<file path="src/spu_regs.svh">
// Purpose: Register indices, field positions, reset values and timing counts.
// Assumes: Indices are Avalon word addresses; byte address is four times the index.
// Notes: Included by the protection unit top level and its testbench.
`ifndef SPU_REGS_SVH
`define SPU_REGS_SVH
// ==========================================================
// Register word indices.
`define SPU_IDX_CAUSE 20'hffa07
`define SPU_IDX_PROT 20'hffa21
`define SPU_IDX_PIC 20'hffa22
`define SPU_IDX_PIT 20'hffa24
`define SPU_IDX_SVC 20'hffa27
`define SPU_IDX_IST 20'hffa40
`define SPU_IDX_IMSK 20'hffa41
// ==========================================================
// Reset cause bit positions.
`define SPU_CAUSE_POWER 6
`define SPU_CAUSE_WDOG 5
`define SPU_CAUSE_HALT 4
`define SPU_CAUSE_LOSS 2
`define SPU_CAUSE_INSTR 1
`define SPU_CAUSE_TEST 0
// ==========================================================
// Interrupt status bit positions.
`define SPU_IST_PIT 0
`define SPU_IST_BUS 1
// ==========================================================
// Reset values and constants.
`define SPU_RST_CAUSE 8'h40
`define SPU_RST_PIC 16'h000f
`define SPU_RST_WDEN 1'b1
`define SPU_SVC_ARM 8'h55
`define SPU_SVC_DONE 8'haa
`define SPU_PRESCALE 512
`define SPU_BM_BASE 7'h40
// ==========================================================
// Timing: generated reset pulse length.
`define SPU_CLK_NS 40
`define SPU_RST_NS 640
`endif

</file>
<file path="src/spu_pkg.sv">
// Purpose: Types shared by the protection unit files.
// Assumes: Nothing beyond SystemVerilog.
// Notes: Constants live in spu_regs.svh.
package spu_pkg;
  // Reset generator states.
  typedef enum logic {SPU_RUN, SPU_HOLD} spu_rst_t;
  // One byte of register data.
  typedef logic [7:0] spu_byte_t;
endpackage

</file>
<file path="src/spu_top.sv">
// Purpose: System protection unit: watchdog, halt and bus monitors, periodic
//   interrupt timer and reset cause flags, reached over Avalon-MM.
// Assumes: 25 MHz clk; resetn is the power-on reset of this block.
// Notes: Word addressed slave; one wait cycle on every access.
// Summary of operation
// - Halt monitor reset sets halt cause flag.
// - Lost clock reference sets its cause flag.
// - Processor reset instruction sets its flag.
// - Test unit reset sets its cause flag.
// - Watchdog enable bit, resets to one.
// - Watchdog prescale bit divides by 512.
// - Prescale bits load inverted clock mode pin.
// - Three bits pick timeout exponent table.
// - Halt monitor works only when enabled.
// - Bus monitor times external cycles when enabled.
// - Bus timeout is 64, 32, 16, 8.
// - Level zero disables periodic interrupt; here it only idles irqLevel, the PIT status bit still sets.
// - Acknowledge returns the programmed vector.
// - Periodic timer: modulus, prescale, zero stops.
//
// Added by the designer: the Avalon-MM interface to the registers.
`timescale 1ns/1ps
`include "spu_regs.svh"
module spu_top import spu_pkg::*; #(
  parameter int WD_CUT = 0, // Lowers every watchdog exponent for simulation.
  parameter int PRESCALE = `SPU_PRESCALE // Periodic timer prescale ratio.
) (
  input wire logic clk, // System clock, 25 MHz.
  input wire logic resetn, // Power-on reset, active low.
  input wire logic [19:0] address, // Avalon word address.
  input wire logic read, // Avalon read.
  input wire logic write, // Avalon write.
  input wire logic [31:0] writedata, // Avalon write data.
  input wire logic [3:0] byteenable, // Avalon byte enables.
  output logic [31:0] readdata, // Avalon read data.
  output logic waitrequest, // Avalon wait request.
  input wire logic crystalInput, // Crystal reference pin.
  input wire logic clockModePin, // Clock mode strap pin.
  input wire logic cpuHalted, // Processor is halted.
  input wire logic lossOfReference, // Clock unit lost its reference.
  input wire logic resetInstruction, // Processor ran its reset instruction.
  input wire logic testUnitReset, // Test unit requests reset.
  input wire logic extCycle, // Internal to external cycle active.
  input wire logic extCycleAck, // That cycle is acknowledged.
  input wire logic iackStrobe, // Interrupt acknowledge cycle.
  input wire logic [2:0] iackLevel, // Level being acknowledged.
  output logic busError, // Bus error pulse.
  output logic [2:0] irqLevel, // Periodic request level, zero idle.
  output logic [7:0] irqVector, // Vector for acknowledge.
  output logic vectorValid, // Vector valid pulse.
  output logic systemReset, // Generated system reset, active high.
  output logic irq // Level interrupt from status and mask.
);
  localparam int RST_CYC = (`SPU_RST_NS + `SPU_CLK_NS - 1) / `SPU_CLK_NS; // Reset pulse.

  // ==========================================================
  // Pin synchronisation and crystal tick.
  logic xtalS; // Synchronised crystal.
  logic modeS; // Synchronised clock mode pin.
  logic xtalPrev; // Crystal one cycle earlier.
  logic xtalTick; // Rising crystal edge.

  spu_sync #(.W(2)) u_sync (
    .clk(clk),
    .resetn(resetn),
    .din({crystalInput, clockModePin}),
    .dout({xtalS, modeS})
  );

  // Remembers the crystal level for edge detection.
  always_ff @(posedge clk or negedge resetn) begin
    if (!resetn) begin
      xtalPrev <= 1'b0;
    end else begin
      xtalPrev <= xtalS;
    end
  end
  assign xtalTick = xtalS && !xtalPrev;

  // ==========================================================
  // Avalon slave handshake.
  logic [31:0] rdMux; // Selected read value.
  logic [31:0] next_readdata; // Next read data.
  logic next_waitrequest; // Next wait request.
  logic wrEn; // Write takes effect this edge.
  logic svcWrite; // Low byte write to the service register.

  // Answers each request after one wait cycle.
  always_comb begin
    next_waitrequest = 1'b1;
    next_readdata = readdata;
    if ((read || write) && waitrequest) begin
      next_waitrequest = 1'b0;
      if (read) begin
        next_readdata = rdMux;
      end
    end
  end

  // Registers the handshake outputs.
  always_ff @(posedge clk or negedge resetn) begin
    if (!resetn) begin
      waitrequest <= 1'b1;
      readdata <= 32'h0;
    end else begin
      waitrequest <= next_waitrequest;
      readdata <= next_readdata;
    end
  end
  assign wrEn = write && !waitrequest;
  assign svcWrite = wrEn && byteenable[0] && (address == `SPU_IDX_SVC);

  // ==========================================================
  // Control registers.
  logic wdEn, wdPre, hmEn, bmEn, pitPre; // Control bits.
  logic [1:0] wdTim, bmTim, irqMask; // Timing fields and interrupt mask.
  logic [2:0] picLevel; // Periodic request level.
  logic [7:0] picVector, pitMod; // Vector and modulus.
  logic [1:0] strapWait; // Cycles until the strap is synchronised.
  logic next_wdEn, next_wdPre, next_hmEn, next_bmEn, next_pitPre;
  logic [1:0] next_wdTim, next_bmTim, next_irqMask, next_strapWait;
  logic [2:0] next_picLevel;
  logic [7:0] next_picVector, next_pitMod;
  logic hold; // Generated reset in progress.

  // Handles strap capture, generated reset and software writes.
  always_comb begin
    {next_wdEn, next_wdPre, next_wdTim, next_hmEn, next_bmEn, next_bmTim} =
      {wdEn, wdPre, wdTim, hmEn, bmEn, bmTim};
    {next_picLevel, next_picVector} = {picLevel, picVector};
    {next_pitPre, next_pitMod, next_irqMask} = {pitPre, pitMod, irqMask};
    next_strapWait = strapWait;
    if (hold) begin
      {next_wdEn, next_wdTim, next_hmEn, next_bmEn, next_bmTim} = {`SPU_RST_WDEN, 6'h0};
      {next_picLevel, next_picVector} = 11'(`SPU_RST_PIC);
      next_pitMod = 8'h0;
      next_irqMask = 2'h0;
      next_wdPre = !modeS;
      next_pitPre = !modeS;
    end else if (strapWait != 2'h0) begin
      // Waits for the synchroniser to hold the real strap level.
      next_strapWait = strapWait - 2'h1;
      if (strapWait == 2'h1) begin
        next_wdPre = !modeS;
        next_pitPre = !modeS;
      end
    end
    // A write landing in the strap cycle still takes effect, and it wins.
    if (!hold && wrEn) begin
      case (address)
        `SPU_IDX_PROT: begin
          if (byteenable[0]) begin
            {next_wdEn, next_wdPre, next_wdTim} = writedata[7:4];
            {next_hmEn, next_bmEn, next_bmTim} = writedata[3:0];
          end
        end
        `SPU_IDX_PIC: begin
          if (byteenable[0]) begin
            next_picVector = writedata[7:0];
          end
          if (byteenable[1]) begin
            next_picLevel = writedata[10:8];
          end
        end
        `SPU_IDX_PIT: begin
          if (byteenable[0]) begin
            next_pitMod = writedata[7:0];
          end
          if (byteenable[1]) begin
            next_pitPre = writedata[8];
          end
        end
        `SPU_IDX_IMSK: begin
          if (byteenable[0]) begin
            next_irqMask = writedata[1:0];
          end
        end
        default: begin
          // Other addresses leave control untouched.
        end
      endcase
    end
  end

  // Registers the control bits.
  always_ff @(posedge clk or negedge resetn) begin
    if (!resetn) begin
      {wdEn, wdPre, wdTim, hmEn, bmEn, bmTim} <= {`SPU_RST_WDEN, 7'h0};
      {picLevel, picVector} <= 11'(`SPU_RST_PIC);
      {pitPre, pitMod, irqMask} <= 11'h0;
      strapWait <= 2'h3;
    end else begin
      {wdEn, wdPre, wdTim, hmEn, bmEn, bmTim} <=
        {next_wdEn, next_wdPre, next_wdTim, next_hmEn, next_bmEn, next_bmTim};
      {picLevel, picVector} <= {next_picLevel, next_picVector};
      {pitPre, pitMod, irqMask} <= {next_pitPre, next_pitMod, next_irqMask};
      strapWait <= next_strapWait;
    end
  end

  // ==========================================================
  // Software watchdog.
  logic [24:0] wdCnt, next_wdCnt; // Crystal ticks since service.
  logic svcArmed, next_svcArmed; // First service byte seen.
  logic [4:0] wdExp; // Divide count exponent.
  logic [24:0] wdMask; // Last count before timeout.
  logic wdFire; // Watchdog timeout.

  // Counts crystal ticks and restarts on a full service sequence.
  always_comb begin
    case ({wdPre, wdTim})
      3'h0: wdExp = 5'd9;
      3'h1: wdExp = 5'd11;
      3'h2: wdExp = 5'd13;
      3'h3: wdExp = 5'd15;
      3'h4: wdExp = 5'd18;
      3'h5: wdExp = 5'd20;
      3'h6: wdExp = 5'd22;
      default: wdExp = 5'd24;
    endcase
    wdMask = (25'h1 << (wdExp - 5'(WD_CUT))) - 25'h1;
    wdFire = 1'b0;
    next_wdCnt = wdCnt;
    next_svcArmed = svcArmed;
    if (hold || !wdEn) begin
      next_wdCnt = 25'h0;
      next_svcArmed = 1'b0;
    end else if (svcWrite && writedata[7:0] == `SPU_SVC_DONE && svcArmed) begin
      next_wdCnt = 25'h0;
      next_svcArmed = 1'b0;
    end else begin
      if (svcWrite && writedata[7:0] == `SPU_SVC_ARM) begin
        next_svcArmed = 1'b1;
      end
      if (xtalTick) begin
        wdFire = (wdCnt >= wdMask);
        next_wdCnt = wdFire ? 25'h0 : wdCnt + 25'h1;
      end
    end
  end

  // Registers the watchdog.
  always_ff @(posedge clk or negedge resetn) begin
    if (!resetn) begin
      wdCnt <= 25'h0;
      svcArmed <= 1'b0;
    end else begin
      wdCnt <= next_wdCnt;
      svcArmed <= next_svcArmed;
    end
  end

  // ==========================================================
  // Reset generator and cause flags.
  spu_rst_t rstState, next_rstState; // Reset generator state.
  logic [4:0] rstCnt, next_rstCnt; // Cycles left in the pulse.
  spu_byte_t cause, next_cause; // Cause of the last reset.
  logic next_systemReset; // Next reset output.
  logic haltFire; // Halt monitor trips.

  assign haltFire = hmEn && cpuHalted;

  // Records every source of a new reset and times the pulse.
  always_comb begin
    next_rstState = rstState;
    next_rstCnt = rstCnt;
    next_cause = cause;
    next_systemReset = systemReset;
    case (rstState)
      SPU_RUN: begin
        if (wdFire || haltFire || lossOfReference || resetInstruction || testUnitReset) begin
          next_cause = 8'h0;
          next_cause[`SPU_CAUSE_WDOG] = wdFire;
          next_cause[`SPU_CAUSE_HALT] = haltFire;
          next_cause[`SPU_CAUSE_LOSS] = lossOfReference;
          next_cause[`SPU_CAUSE_INSTR] = resetInstruction;
          next_cause[`SPU_CAUSE_TEST] = testUnitReset;
          next_rstCnt = 5'(RST_CYC - 1);
          next_rstState = SPU_HOLD;
          next_systemReset = 1'b1;
        end
      end
      SPU_HOLD: begin
        if (rstCnt == 5'h0) begin
          next_rstState = SPU_RUN;
          next_systemReset = 1'b0;
        end else begin
          next_rstCnt = rstCnt - 5'h1;
        end
      end
      default: begin
        next_rstState = SPU_RUN;
        next_systemReset = 1'b0;
      end
    endcase
  end

  // Registers the reset generator.
  always_ff @(posedge clk or negedge resetn) begin
    if (!resetn) begin
      rstState <= SPU_RUN;
      rstCnt <= 5'h0;
      cause <= `SPU_RST_CAUSE;
      systemReset <= 1'b0;
    end else begin
      rstState <= next_rstState;
      rstCnt <= next_rstCnt;
      cause <= next_cause;
      systemReset <= next_systemReset;
    end
  end
  assign hold = (rstState == SPU_HOLD);

  // ==========================================================
  // Bus monitor.
  logic [6:0] bmCnt, next_bmCnt; // Clocks of the current cycle.
  logic [6:0] bmLimit; // Selected timeout.
  logic bmActive; // Cycle is being timed.
  logic next_busError; // Next bus error.

  // Times unacknowledged external cycles and flags one error each.
  always_comb begin
    bmLimit = `SPU_BM_BASE >> bmTim;
    bmActive = bmEn && extCycle && !extCycleAck && !hold;
    next_busError = 1'b0;
    next_bmCnt = bmCnt;
    if (!bmActive) begin
      next_bmCnt = 7'h0;
    end else if (bmCnt == bmLimit - 7'h1) begin
      next_busError = 1'b1;
      next_bmCnt = bmLimit;
    end else if (bmCnt != bmLimit) begin
      next_bmCnt = bmCnt + 7'h1;
    end
  end

  // Registers the bus monitor.
  always_ff @(posedge clk or negedge resetn) begin
    if (!resetn) begin
      bmCnt <= 7'h0;
      busError <= 1'b0;
    end else begin
      bmCnt <= next_bmCnt;
      busError <= next_busError;
    end
  end

  // ==========================================================
  // Periodic interrupt timer.
  logic pitTick; // Prescaled timer tick.
  logic [7:0] pitCnt, next_pitCnt; // Ticks left in the period.
  logic pitPend, next_pitPend; // Request outstanding.
  logic pitExpire; // Period ended.
  logic iackHit; // Acknowledge for this request.
  logic [2:0] next_irqLevel;
  logic [7:0] next_irqVector;
  logic next_vectorValid;

  spu_prescale #(.DIV(PRESCALE)) u_pitdiv (
    .clk(clk),
    .resetn(resetn),
    .tickIn(xtalTick),
    .bypass(!pitPre),
    .clear(pitMod == 8'h0),
    .tickOut(pitTick)
  );

  // Counts down the modulus, reloads it and raises the request.
  always_comb begin
    iackHit = iackStrobe && pitPend && (iackLevel == picLevel);
    pitExpire = pitTick && (pitCnt == 8'h1) && !hold;
    next_pitCnt = pitCnt;
    next_pitPend = pitPend && !iackHit;
    if (hold || pitMod == 8'h0) begin
      next_pitCnt = 8'h0;
    end else if (pitTick) begin
      next_pitCnt = (pitCnt <= 8'h1) ? pitMod : pitCnt - 8'h1;
    end
    if (pitExpire) begin
      next_pitPend = 1'b1;
    end
    if (hold || picLevel == 3'h0) begin
      next_pitPend = 1'b0;
    end
    next_irqLevel = next_pitPend ? picLevel : 3'h0;
    next_vectorValid = iackHit;
    next_irqVector = iackHit ? picVector : irqVector;
  end

  // Registers the periodic timer.
  always_ff @(posedge clk or negedge resetn) begin
    if (!resetn) begin
      pitCnt <= 8'h0;
      pitPend <= 1'b0;
      irqLevel <= 3'h0;
      irqVector <= 8'h0;
      vectorValid <= 1'b0;
    end else begin
      pitCnt <= next_pitCnt;
      pitPend <= next_pitPend;
      irqLevel <= next_irqLevel;
      irqVector <= next_irqVector;
      vectorValid <= next_vectorValid;
    end
  end

  // ==========================================================
  // Interrupt status, mask and read multiplexer.
  logic [1:0] ist, next_ist; // Sticky event bits.
  logic [1:0] istClr; // Write one to clear.
  logic next_irq;

  // Sets on events, clears on write one; a set wins.
  always_comb begin
    istClr = (wrEn && byteenable[0] && address == `SPU_IDX_IST) ? writedata[1:0] : 2'h0;
    next_ist = ist & ~istClr;
    next_ist[`SPU_IST_PIT] = next_ist[`SPU_IST_PIT] || pitExpire;
    next_ist[`SPU_IST_BUS] = next_ist[`SPU_IST_BUS] || next_busError;
    next_irq = |(next_ist & irqMask);
    case (address)
      `SPU_IDX_CAUSE: rdMux = {24'h0, cause};
      `SPU_IDX_PROT: rdMux = {24'h0, wdEn, wdPre, wdTim, hmEn, bmEn, bmTim};
      `SPU_IDX_PIC: rdMux = {21'h0, picLevel, picVector};
      `SPU_IDX_PIT: rdMux = {23'h0, pitPre, pitMod};
      `SPU_IDX_IST: rdMux = {30'h0, ist};
      `SPU_IDX_IMSK: rdMux = {30'h0, irqMask};
      default: rdMux = 32'h0;
    endcase
  end

  // Registers status and interrupt output.
  always_ff @(posedge clk or negedge resetn) begin
    if (!resetn) begin
      ist <= 2'h0;
      irq <= 1'b0;
    end else begin
      ist <= next_ist;
      irq <= next_irq;
    end
  end

  // ==========================================================
  // Assertions.
  property p_wdog_cause;
    @(posedge clk) disable iff (!resetn)
    wdFire |=> systemReset && cause[`SPU_CAUSE_WDOG];
  endproperty
  a_wdog_cause: assert property (p_wdog_cause) else $error("watchdog cause lost");

  property p_halt_cause;
    @(posedge clk) disable iff (!resetn)
    (haltFire && !hold) |=> cause[`SPU_CAUSE_HALT] && hold;
  endproperty
  a_halt_cause: assert property (p_halt_cause) else $error("halt cause lost");

  property p_loss_cause;
    @(posedge clk) disable iff (!resetn)
    (lossOfReference && !hold) |=> cause[`SPU_CAUSE_LOSS];
  endproperty
  a_loss_cause: assert property (p_loss_cause) else $error("loss cause lost");

  property p_instr_cause;
    @(posedge clk) disable iff (!resetn)
    (resetInstruction && !hold) |=> cause[`SPU_CAUSE_INSTR];
  endproperty
  a_instr_cause: assert property (p_instr_cause) else $error("instr cause lost");

  property p_test_cause;
    @(posedge clk) disable iff (!resetn)
    (testUnitReset && !hold) |=> cause[`SPU_CAUSE_TEST];
  endproperty
  a_test_cause: assert property (p_test_cause) else $error("test cause lost");

  property p_wdog_off;
    @(posedge clk) disable iff (!resetn)
    !wdEn |=> wdCnt == 25'h0;
  endproperty
  a_wdog_off: assert property (p_wdog_off) else $error("disabled watchdog counts");

  property p_bus_eight;
    @(posedge clk) disable iff (!resetn)
    !bmActive ##1 (bmActive && bmTim == 2'h3) [*8] |=> busError;
  endproperty
  a_bus_eight: assert property (p_bus_eight) else $error("bus timeout not 8");

  property p_bus_off;
    @(posedge clk) disable iff (!resetn)
    !bmEn |=> !busError;
  endproperty
  a_bus_off: assert property (p_bus_off) else $error("bus monitor off errs");

  property p_level_zero;
    @(posedge clk) disable iff (!resetn)
    picLevel == 3'h0 |=> irqLevel == 3'h0;
  endproperty
  a_level_zero: assert property (p_level_zero) else $error("level zero requests");

  property p_vector;
    @(posedge clk) disable iff (!resetn)
    vectorValid |-> irqVector == $past(picVector) && $past(iackStrobe);
  endproperty
  a_vector: assert property (p_vector) else $error("wrong vector");

  property p_mod_zero;
    @(posedge clk) disable iff (!resetn)
    pitMod == 8'h0 |=> pitCnt == 8'h0 && !pitExpire;
  endproperty
  a_mod_zero: assert property (p_mod_zero) else $error("stopped timer runs");
endmodule

</file>
<file path="src/spu_sync.sv">
// Purpose: Two flip-flop synchroniser for pin inputs.
// Assumes: Inputs are asynchronous to clk.
// Notes: The first stage is read only by the second.
`timescale 1ns/1ps
module spu_sync #(
  parameter int W = 2
) (
  input wire logic clk, // System clock.
  input wire logic resetn, // Asynchronous reset, active low.
  input wire logic [W-1:0] din, // Asynchronous inputs.
  output logic [W-1:0] dout // Synchronised inputs.
);
  // ==========================================================
  // Synchroniser stages.
  logic [W-1:0] stage1; // First stage, metastable.

  // Both stages shift on every edge.
  always_ff @(posedge clk or negedge resetn) begin
    if (!resetn) begin
      stage1 <= '0;
      dout <= '0;
    end else begin
      stage1 <= din;
      dout <= stage1;
    end
  end
endmodule

</file>
<file path="src/spu_prescale.sv">
// Purpose: Optional divide-by-DIV of a tick enable.
// Assumes: tickIn is a one-cycle pulse on clk.
// Notes: With bypass high the tick passes undivided.
`timescale 1ns/1ps
module spu_prescale #(
  parameter int DIV = 512
) (
  input wire logic clk, // System clock.
  input wire logic resetn, // Asynchronous reset, active low.
  input wire logic tickIn, // Undivided tick.
  input wire logic bypass, // High passes tickIn through.
  input wire logic clear, // Restarts the division.
  output logic tickOut // Divided tick, one cycle.
);
  // ==========================================================
  // Division counter.
  logic [$clog2(DIV)-1:0] cnt; // Ticks seen in this period.
  logic [$clog2(DIV)-1:0] next_cnt; // Next count.
  logic wrap; // Last tick of a period.

  // Counts ticks and wraps after DIV of them.
  always_comb begin
    wrap = (cnt == ($clog2(DIV))'(DIV - 1));
    next_cnt = cnt;
    if (clear || bypass) begin
      next_cnt = '0;
    end else if (tickIn) begin
      next_cnt = wrap ? '0 : cnt + 1'b1;
    end
    tickOut = bypass ? tickIn : (tickIn && wrap);
  end

  // Registers the count.
  always_ff @(posedge clk or negedge resetn) begin
    if (!resetn) begin
      cnt <= '0;
    end else begin
      cnt <= next_cnt;
    end
  end
endmodule

</file>
<file path="config.mk">
export PLATFORM = sky130hd
export DESIGN_NAME = spu_top
export DESIGN_NICKNAME = d
export VERILOG_FILES = /design/src/spu_pkg.sv /design/src/spu_top.sv /design/src/spu_sync.sv /design/src/spu_prescale.sv
export VERILOG_INCLUDE_DIRS = /design/src
export SDC_FILE = /design/constraint.sdc
export NUM_CORES = 1
export LEC_CHECK = 0
export BUFFER_PORTS_ARGS = -buffer_cell sky130_fd_sc_hd__buf_4
export CORE_AREA = 2 2 96 191
export DETAILED_ROUTE_END_ITERATION = 6
export DIE_AREA = 0 0 98 193
export GPL_TIMING_DRIVEN = 1
export PLACE_DENSITY_LB_ADDON = 0.05
export SLEW_MARGIN = 30
export SYNTH_ARGS = -nofsm -noshare
export SYNTH_HDL_FRONTEND = slang
export SYNTH_SLANG_ARGS = --single-unit
</file>
<file path="constraint.sdc">
create_clock -name clk -period 2.65 [get_ports clk]
set_input_delay 0 -clock clk [delete_from_list [all_inputs] [get_ports clk]]
set_output_delay 0 -clock clk [all_outputs]
set_load 0.005 [all_outputs]
</file>
Word-level counts from Yosys, hierarchy flattened
Cells that the tools add are included. Widths: inputs -> output; s select.

Flip-flop bits (word level): 150. Input bits: 72. Logic and storage cells: 214. Output and inout port bits: 48.

Reductions and logical operators: 54. Add/sub/neg operators: 8. Bitwise logic cells: 4. Order comparisons: 2. Eq/ne operators: 25. Muxes and demuxes: 86. Shifts and indexed selects: 2.

Operators with widths (count): $eq 20x20->1 const B (7); $mux 25 (4); $mux 8 (11); $pmux 11 s6 (1); $mux 1 (40); $pmux 5 s7 (1); $mux 9 (3); $mux 2 (13); $add 25x1->25 const B (1); $ge 25x25->1 (1); $shl 1x5->25 const A (1); $sub 25x1->25 const B (1); $mux 7 (3); $logic_and 1x1->1 (20); $mux 3 (5); $logic_or 1x1->1 (11); $mux 5 (2); $pmux 5 s2 (1); $reduce_and 2->1 (5); $add 9x1->9 const B (1); $eq 3x3->1 const B (3); $eq 9x9->1 const B (1); $eq 8x1->1 const B (1); $eq 8x7->1 const B (1); other kinds (28) (43).

Logic depth before layout (Yosys ltp)
Word-level depth: 14. Mapped depth: 15.

Modules after synthesis
Synthesis repeated with hierarchy kept, for this count alone.

Cells, all modules: 848. Area total of the unflattened synthesis: 7636.1 µm².

By module, submodules not included: spu_top (cells an instance 788, area each 7023.0 µm², seq. area each 2914.0 µm², instances 1); spu_prescale (cells an instance 56, area each 513.0 µm², seq. area each 225.2 µm², instances 1); spu_sync (cells an instance 4, area each 100.1 µm², seq. area each 100.1 µm², instances 1).

Least setup slack after synthesis
Ideal clock, no wire load.

Path kind: reg-to-reg. From: reg wdTim[1]. To: reg wdCnt[19]. Setup slack: 0.031 ns. Period minus slack after synthesis: 2.619 ns. Data arrival time: 2.539 ns. Buffers on the path: 3. Setup time: 0.079 ns. Cell stages (with the launch flop): 14. Path through: dfrtp_1 > clkbuf_1 > nor2_1 > xnor2_1 > nand2_1 > ha_1 > a21oi_1 > nor3_1 > nor4_1 > and2_1 > clkbuf_1 > clkbuf_1 > a41oi_1 > mux2i_1.

Longest elaborated chain between the ends: 9. Elaborated cells between the ends (all ways): 15. Those cells by class: add/sub (1); order compare (1); eq/ne (6); shift (1); mux (5); reduce/logical (1).

Ends and longest elaborated chain: start, declared (line spu_top.sv:116) `logic [1:0] wdTim, bmTim, irqMask;`; start signal, assigned (line spu_top.sv:188) `` {wdEn, wdPre, wdTim, hmEn, bmEn, bmTim} <= {`SPU_RST_WDEN, 7'h0}; ``; start signal, assigned (line spu_top.sv:193) `{wdEn, wdPre, wdTim, hmEn, bmEn, bmTim} <=`; $eq 3x3->1, or another cell as far along (line spu_top.sv:211) `case ({wdPre, wdTim})`; $pmux 5 s7 (*) (line spu_top.sv:211); $shl 1x5->25 (*) (line spu_top.sv:221) `wdMask = (25'h1 << (wdExp - 5'(WD_CUT))) - 25'h1;`; $sub 25x1->25 (*) (line spu_top.sv:221); $ge 25x25->1 (*) (line spu_top.sv:236) `wdFire = (wdCnt >= wdMask);`; $mux 25 (*) (line spu_top.sv:237) `next_wdCnt = wdFire ? 25'h0 : wdCnt + 25'h1;`; $mux 25 (*) (line spu_top.sv:235) `if (xtalTick) begin`; $mux 25 (*) (line spu_top.sv:228) `` end else if (svcWrite && writedata[7:0] == `SPU_SVC_DONE && svcArmed) begin ``; $mux 25 (*) (line spu_top.sv:225) `if (hold || !wdEn) begin`; end signal, assigned (line spu_top.sv:248) `wdCnt <= next_wdCnt;`; end, declared (line spu_top.sv:203) `logic [24:0] wdCnt, next_wdCnt;`.

Every way passes the cells marked *; elsewhere a longest branch is shown, timed or not. The select of a mux whose other input is x is not followed. A chain may end at the register's enable or synchronous reset.

Worst setup path in the final report
From: reg wdTim[0]. To: reg rstState, in the netlist hold.

Longest elaborated chain between the ends: 14. Elaborated cells between the ends (all ways): 20. Those cells by class: add/sub (1); order compare (1); eq/ne (6); shift (1); mux (6); reduce/logical (5).

Ends and longest elaborated chain: $eq 3x3->1, or another cell as far along (line spu_top.sv:211); $pmux 5 s7 (*) (line spu_top.sv:211); $shl 1x5->25 (*) (line spu_top.sv:221); $sub 25x1->25 (*) (line spu_top.sv:221); $ge 25x25->1 (*) (line spu_top.sv:236); $mux 1 (*) (line spu_top.sv:235); $mux 1 (*) (line spu_top.sv:228); $mux 1 (*) (line spu_top.sv:225); $logic_or 1x1->1 (*) (4 in series) (line spu_top.sv:271) `if (wdFire || haltFire || lossOfReference || resetInstruction || testUnitReset) begin`; $mux 1 (*) (line spu_top.sv:271); $pmux 1 s2 (*) (line spu_top.sv:269) `case (rstState)`; via next_rstState (line spu_top.sv:255) `spu_rst_t rstState, next_rstState;`; end signal, assigned (line spu_top.sv:306) `rstState <= next_rstState;`; end, declared (line spu_top.sv:255).

Mark *: on every way through the listed nets, which the timed path passes. The rest lies on a longest branch.

==> metrics.md <==
| Metric | Value |
|---|---|
| Post-synth EDFFs | `0` |
| PortBufs | `75` |
| Unique masters post-synth | `71` |
| Synth area leaders | `dfrtp_1, nand2_1, ha_1` |
| Clock Path Buffers | `2` |
| Grt total ovfl | `0` |
| Leakage | `0.00409 uW` |
| YS warnings | `0` |
| Register area | `3240 um^2` |
| Met1 Routed Length | `9250 um` |
| Max-cap viol count | `0` |
| Worst Skew | `0.00811 ns` |
| Relative max-transition margin | `0.319` |
| Post-synthesis compound-gate area fraction | `0.145` |
| Syn Std Cell Area | `7720 um^2` |
| Final hold vios | `0` |
| Worst Hold Class | `in2reg` |
| DR pass1 iterations | `7` |
| Vias in the first global route | `6343` |
| Most frequent cells in the layout | `nand2_1, dfrtp_1, buf_4` |
| Fin crit share | `0.925` |
| Final GP Congestion | `0.890` |
| Critical setup path kind | `reg2reg` |
| Critical Path RT | `2.96 ns` |
| N_diodes | `0` |
| Die area | `18900 um^2` |
| Worst Path Max Fanout | `8` |
| Worst Setup Start Kind | `flip-flop` |
| Row cnt | `69` |
| Fmax | `408 MHz` |
| Status | `completed` |
| Final setup fails | `0` |
| Area of the multi-input gates | `4150 um^2` |
| DRT antenna net count | `0` |
| Fill cells | `1610` |
| Final nets | `1084` |
| Final Worst Setup Slack | `0.199 ns` |
| Cell Pwr Density | `541 nW/um^2` |
| Via density | `5.58` |
| Iter 0 DRT Violations | `417` |
| Initial core utilization | `0.440` |
| Boundary Pins | `120` |
| Largest family of logic cells by synthesized area | `simple AND/OR/NAND/NOR gates` |
| Top-area cell type share of the netlist area | `0.389` |
| Layout area overhead | `21.3%` |
| Simple-Gate Fraction of Synth Area | `0.282` |
| Crit path cell chain | `nor2_1, xnor2_1, nand2_1, ha_1, a21oi_1, nor3_1, nor4_1, and2_4, a211oi_1, buf_4, o31a_1` |
| Skew-Pair Late Insertion Delay | `0.42 ns` |
| Die H | `193 um` |
| GR Util All Layers | `0.217` |
| Global-route wire length before repair | `32800 um` |
| Vias | `6727` |
| Top_reg_cell synth | `dfrtp_1` |
| Synth area leader | `dfrtp_1` |
| Core Region | `17500 um^2` |
| Final core occ | `0.534` |
| Synth Area in Adders | `0.0519` |
| CP peak stage delay | `0.43 ns` |
| CTS sink cnt | `129` |
| Sequential area share after synthesis | `0.420` |
| Flops & latches, synth | `129` |
| Arr. time, crit path | `2.76 ns` |
| WL final | `20100 um` |
| WL per Instance | `16.7 um` |
| Mapped Cells | `873` |
| Top sig layer | `met4` |
| Root Buffer | `clkbuf_16` |
| Peak supply drop | `366 uV` |
| Total CTS buffers | `17` |
| Max-slew violations | `0` |
| Mux cell area share after synthesis | `0.0314` |
| Clock transition at the registers of the reported paths | `0.06 ns` |
| Avg Inst Size Synth | `8.84 um^2` |
| Largest net degree at the start of global routing | `58` |
| Min Tclk post-route | `2.45 ns` |
| Met2 Wirelength | `9820 um` |
| # H-tree levels | `4` |
| Tightest Pin Transition | `1.02 ns` |
| Slowest cell on crit path | `dfrtp_2` |
| Synth Area in XOR/XNOR | `0.0159` |
| DP HPWL | `14300 um` |
| Endpoint class of the critical path | `flip-flop` |
| Fraction of layout cells with a size suffix above 1 | `0.184` |
| Initial antenna violation count | `0` |
| Met3 wire length | `719 um` |
| Asr flop ratio synth | `1.00` |
| CTS tree | `done` |
| Horiz. Die Dim | `98 um` |
| Pre-CTS WS | `0.0250 ns` |
| DRC | `0` |
worst max-delay path, delay by kind of cell, from the launching register on:
family	cells	cell delay, ns
AOI/OAI and AO/OA	3	0.51
xor gates and xnor gates	1	0.13
adders and majority gates	1	0.30
buffers and inverters	1	0.18
DFF	1	0.43
and+or+nand+nor	5	0.77
power breakdown:
group          total (uW)  leakage, uW  switching (uW)  internal (uW)
Combinational         671      0.00212             365            306
Clock                2200     0.000262             925           1270
Sequential           2200      0.00171             117           2080
cells by family (layout without fill, tap and decap cells):
kind of cell,Yosys count,in the layout
AOI/OAI and AO/OA,180,180
xor gates and xnor gates,14,14
adders and majority gates,32,32
buffers and inverters,85,184
DFF,129,129
muxes,23,23
other,2,23
and+or+nand+nor,408,408
through the flow:
stage	TNS (ns)	cell area, um^2	power, uW	instances	hold WS, ns
after global placement	0	8560	2860	1149	-0.0143
final	0	9360	5070	1206	0.0516
after floorplan	0	7800	2620	894	-0.296
after detailed placement	0	8560	2880	1149	-0.00487
after global routing	-0.0521	9360	5310	1206	0.0652
after CTS	0	9320	5120	1202	0.0350
synth_stat cells (9+ instances only):
library cell	number
a21oi_1	38
a22o_1	9
a31oi_1	14
and2_1	9
buf_4	23
clkbuf_1	31
dfrtp_1	120
dfstp_2	9
ha_1	32
inv_1	20
mux2_2	10
mux2i_1	13
nand2_1	117
nand2b_1	29
nand3_1	41
nand3b_1	11
nand4_1	29
nand4b_1	10
nor2_1	66
nor2b_1	11
nor3_1	24
nor4_1	14
o21ai_0	71
cell type report:
class,count,share of cell area
Clock inverter,11,0.00855
Clock buffer,21,0.0502
Multi-Input combinational cell,680,0.443
Inverter,20,0.00802
Tap cell,213,0.0285
Sequential cell,129,0.346
Timing Repair Buffer,132,0.115
sequential cells by signal, indices dropped and copies added, names as in the netlist, 7 cells and up:
name and cells:
bmCnt 7, pitCnt 8, pitMod 8, u_pitdiv.cnt 9, picVector 8, wdCnt 25
readdata 11, irqVector 8
final timing paths:
| kind | start | end | slack (ns) | depth (start not counted) |
|---|---|---|---|---|
| worst min register to register | u_sync.stage1[1]$_DFF_PN0_ | u_sync.dout[1]$_DFF_PN0_ | 0.35 | 0 |
| worst min-delay path | address[0] | irqMask[1]$_DFF_PN0_ | 0.05 | 4 |
| worst max register to register | wdTim[0]$_DFF_PN0_ | hold$_DFF_PN0_ | 0.20 | 11 |
| worst max-delay path | wdTim[0]$_DFF_PN0_ | hold$_DFF_PN0_ | 0.20 | 11 |
| min in group asynchronous | resetn | u_pitdiv.cnt[5]$_DFFE_PN0P_ | 0.10 | 2 |
| max in group asynchronous | resetn | waitrequest$_DFF_PN1_ | 1.79 | 3 |
metal layers:
| layer | up-vias | GRT usage |
|---|---|---|
| met5 | - | 0 |
| met3 | 19 | 0.0321 |
| met2 | 142 | 0.355 |
| li1 | 3342 | - |
| met1 | 3224 | 0.293 |
| met4 | 0 | 0.0785 |
timing repair:
action	4_1_cts	5_1_grt
pin swaps	0	1
hold buffers	21	0
setup buffers	0	4
resized for setup	1	6
hold endpoints to repair	98	0
setup endpoints to repair	1	37
Note: power is estimated with default switching activity, not from simulation.
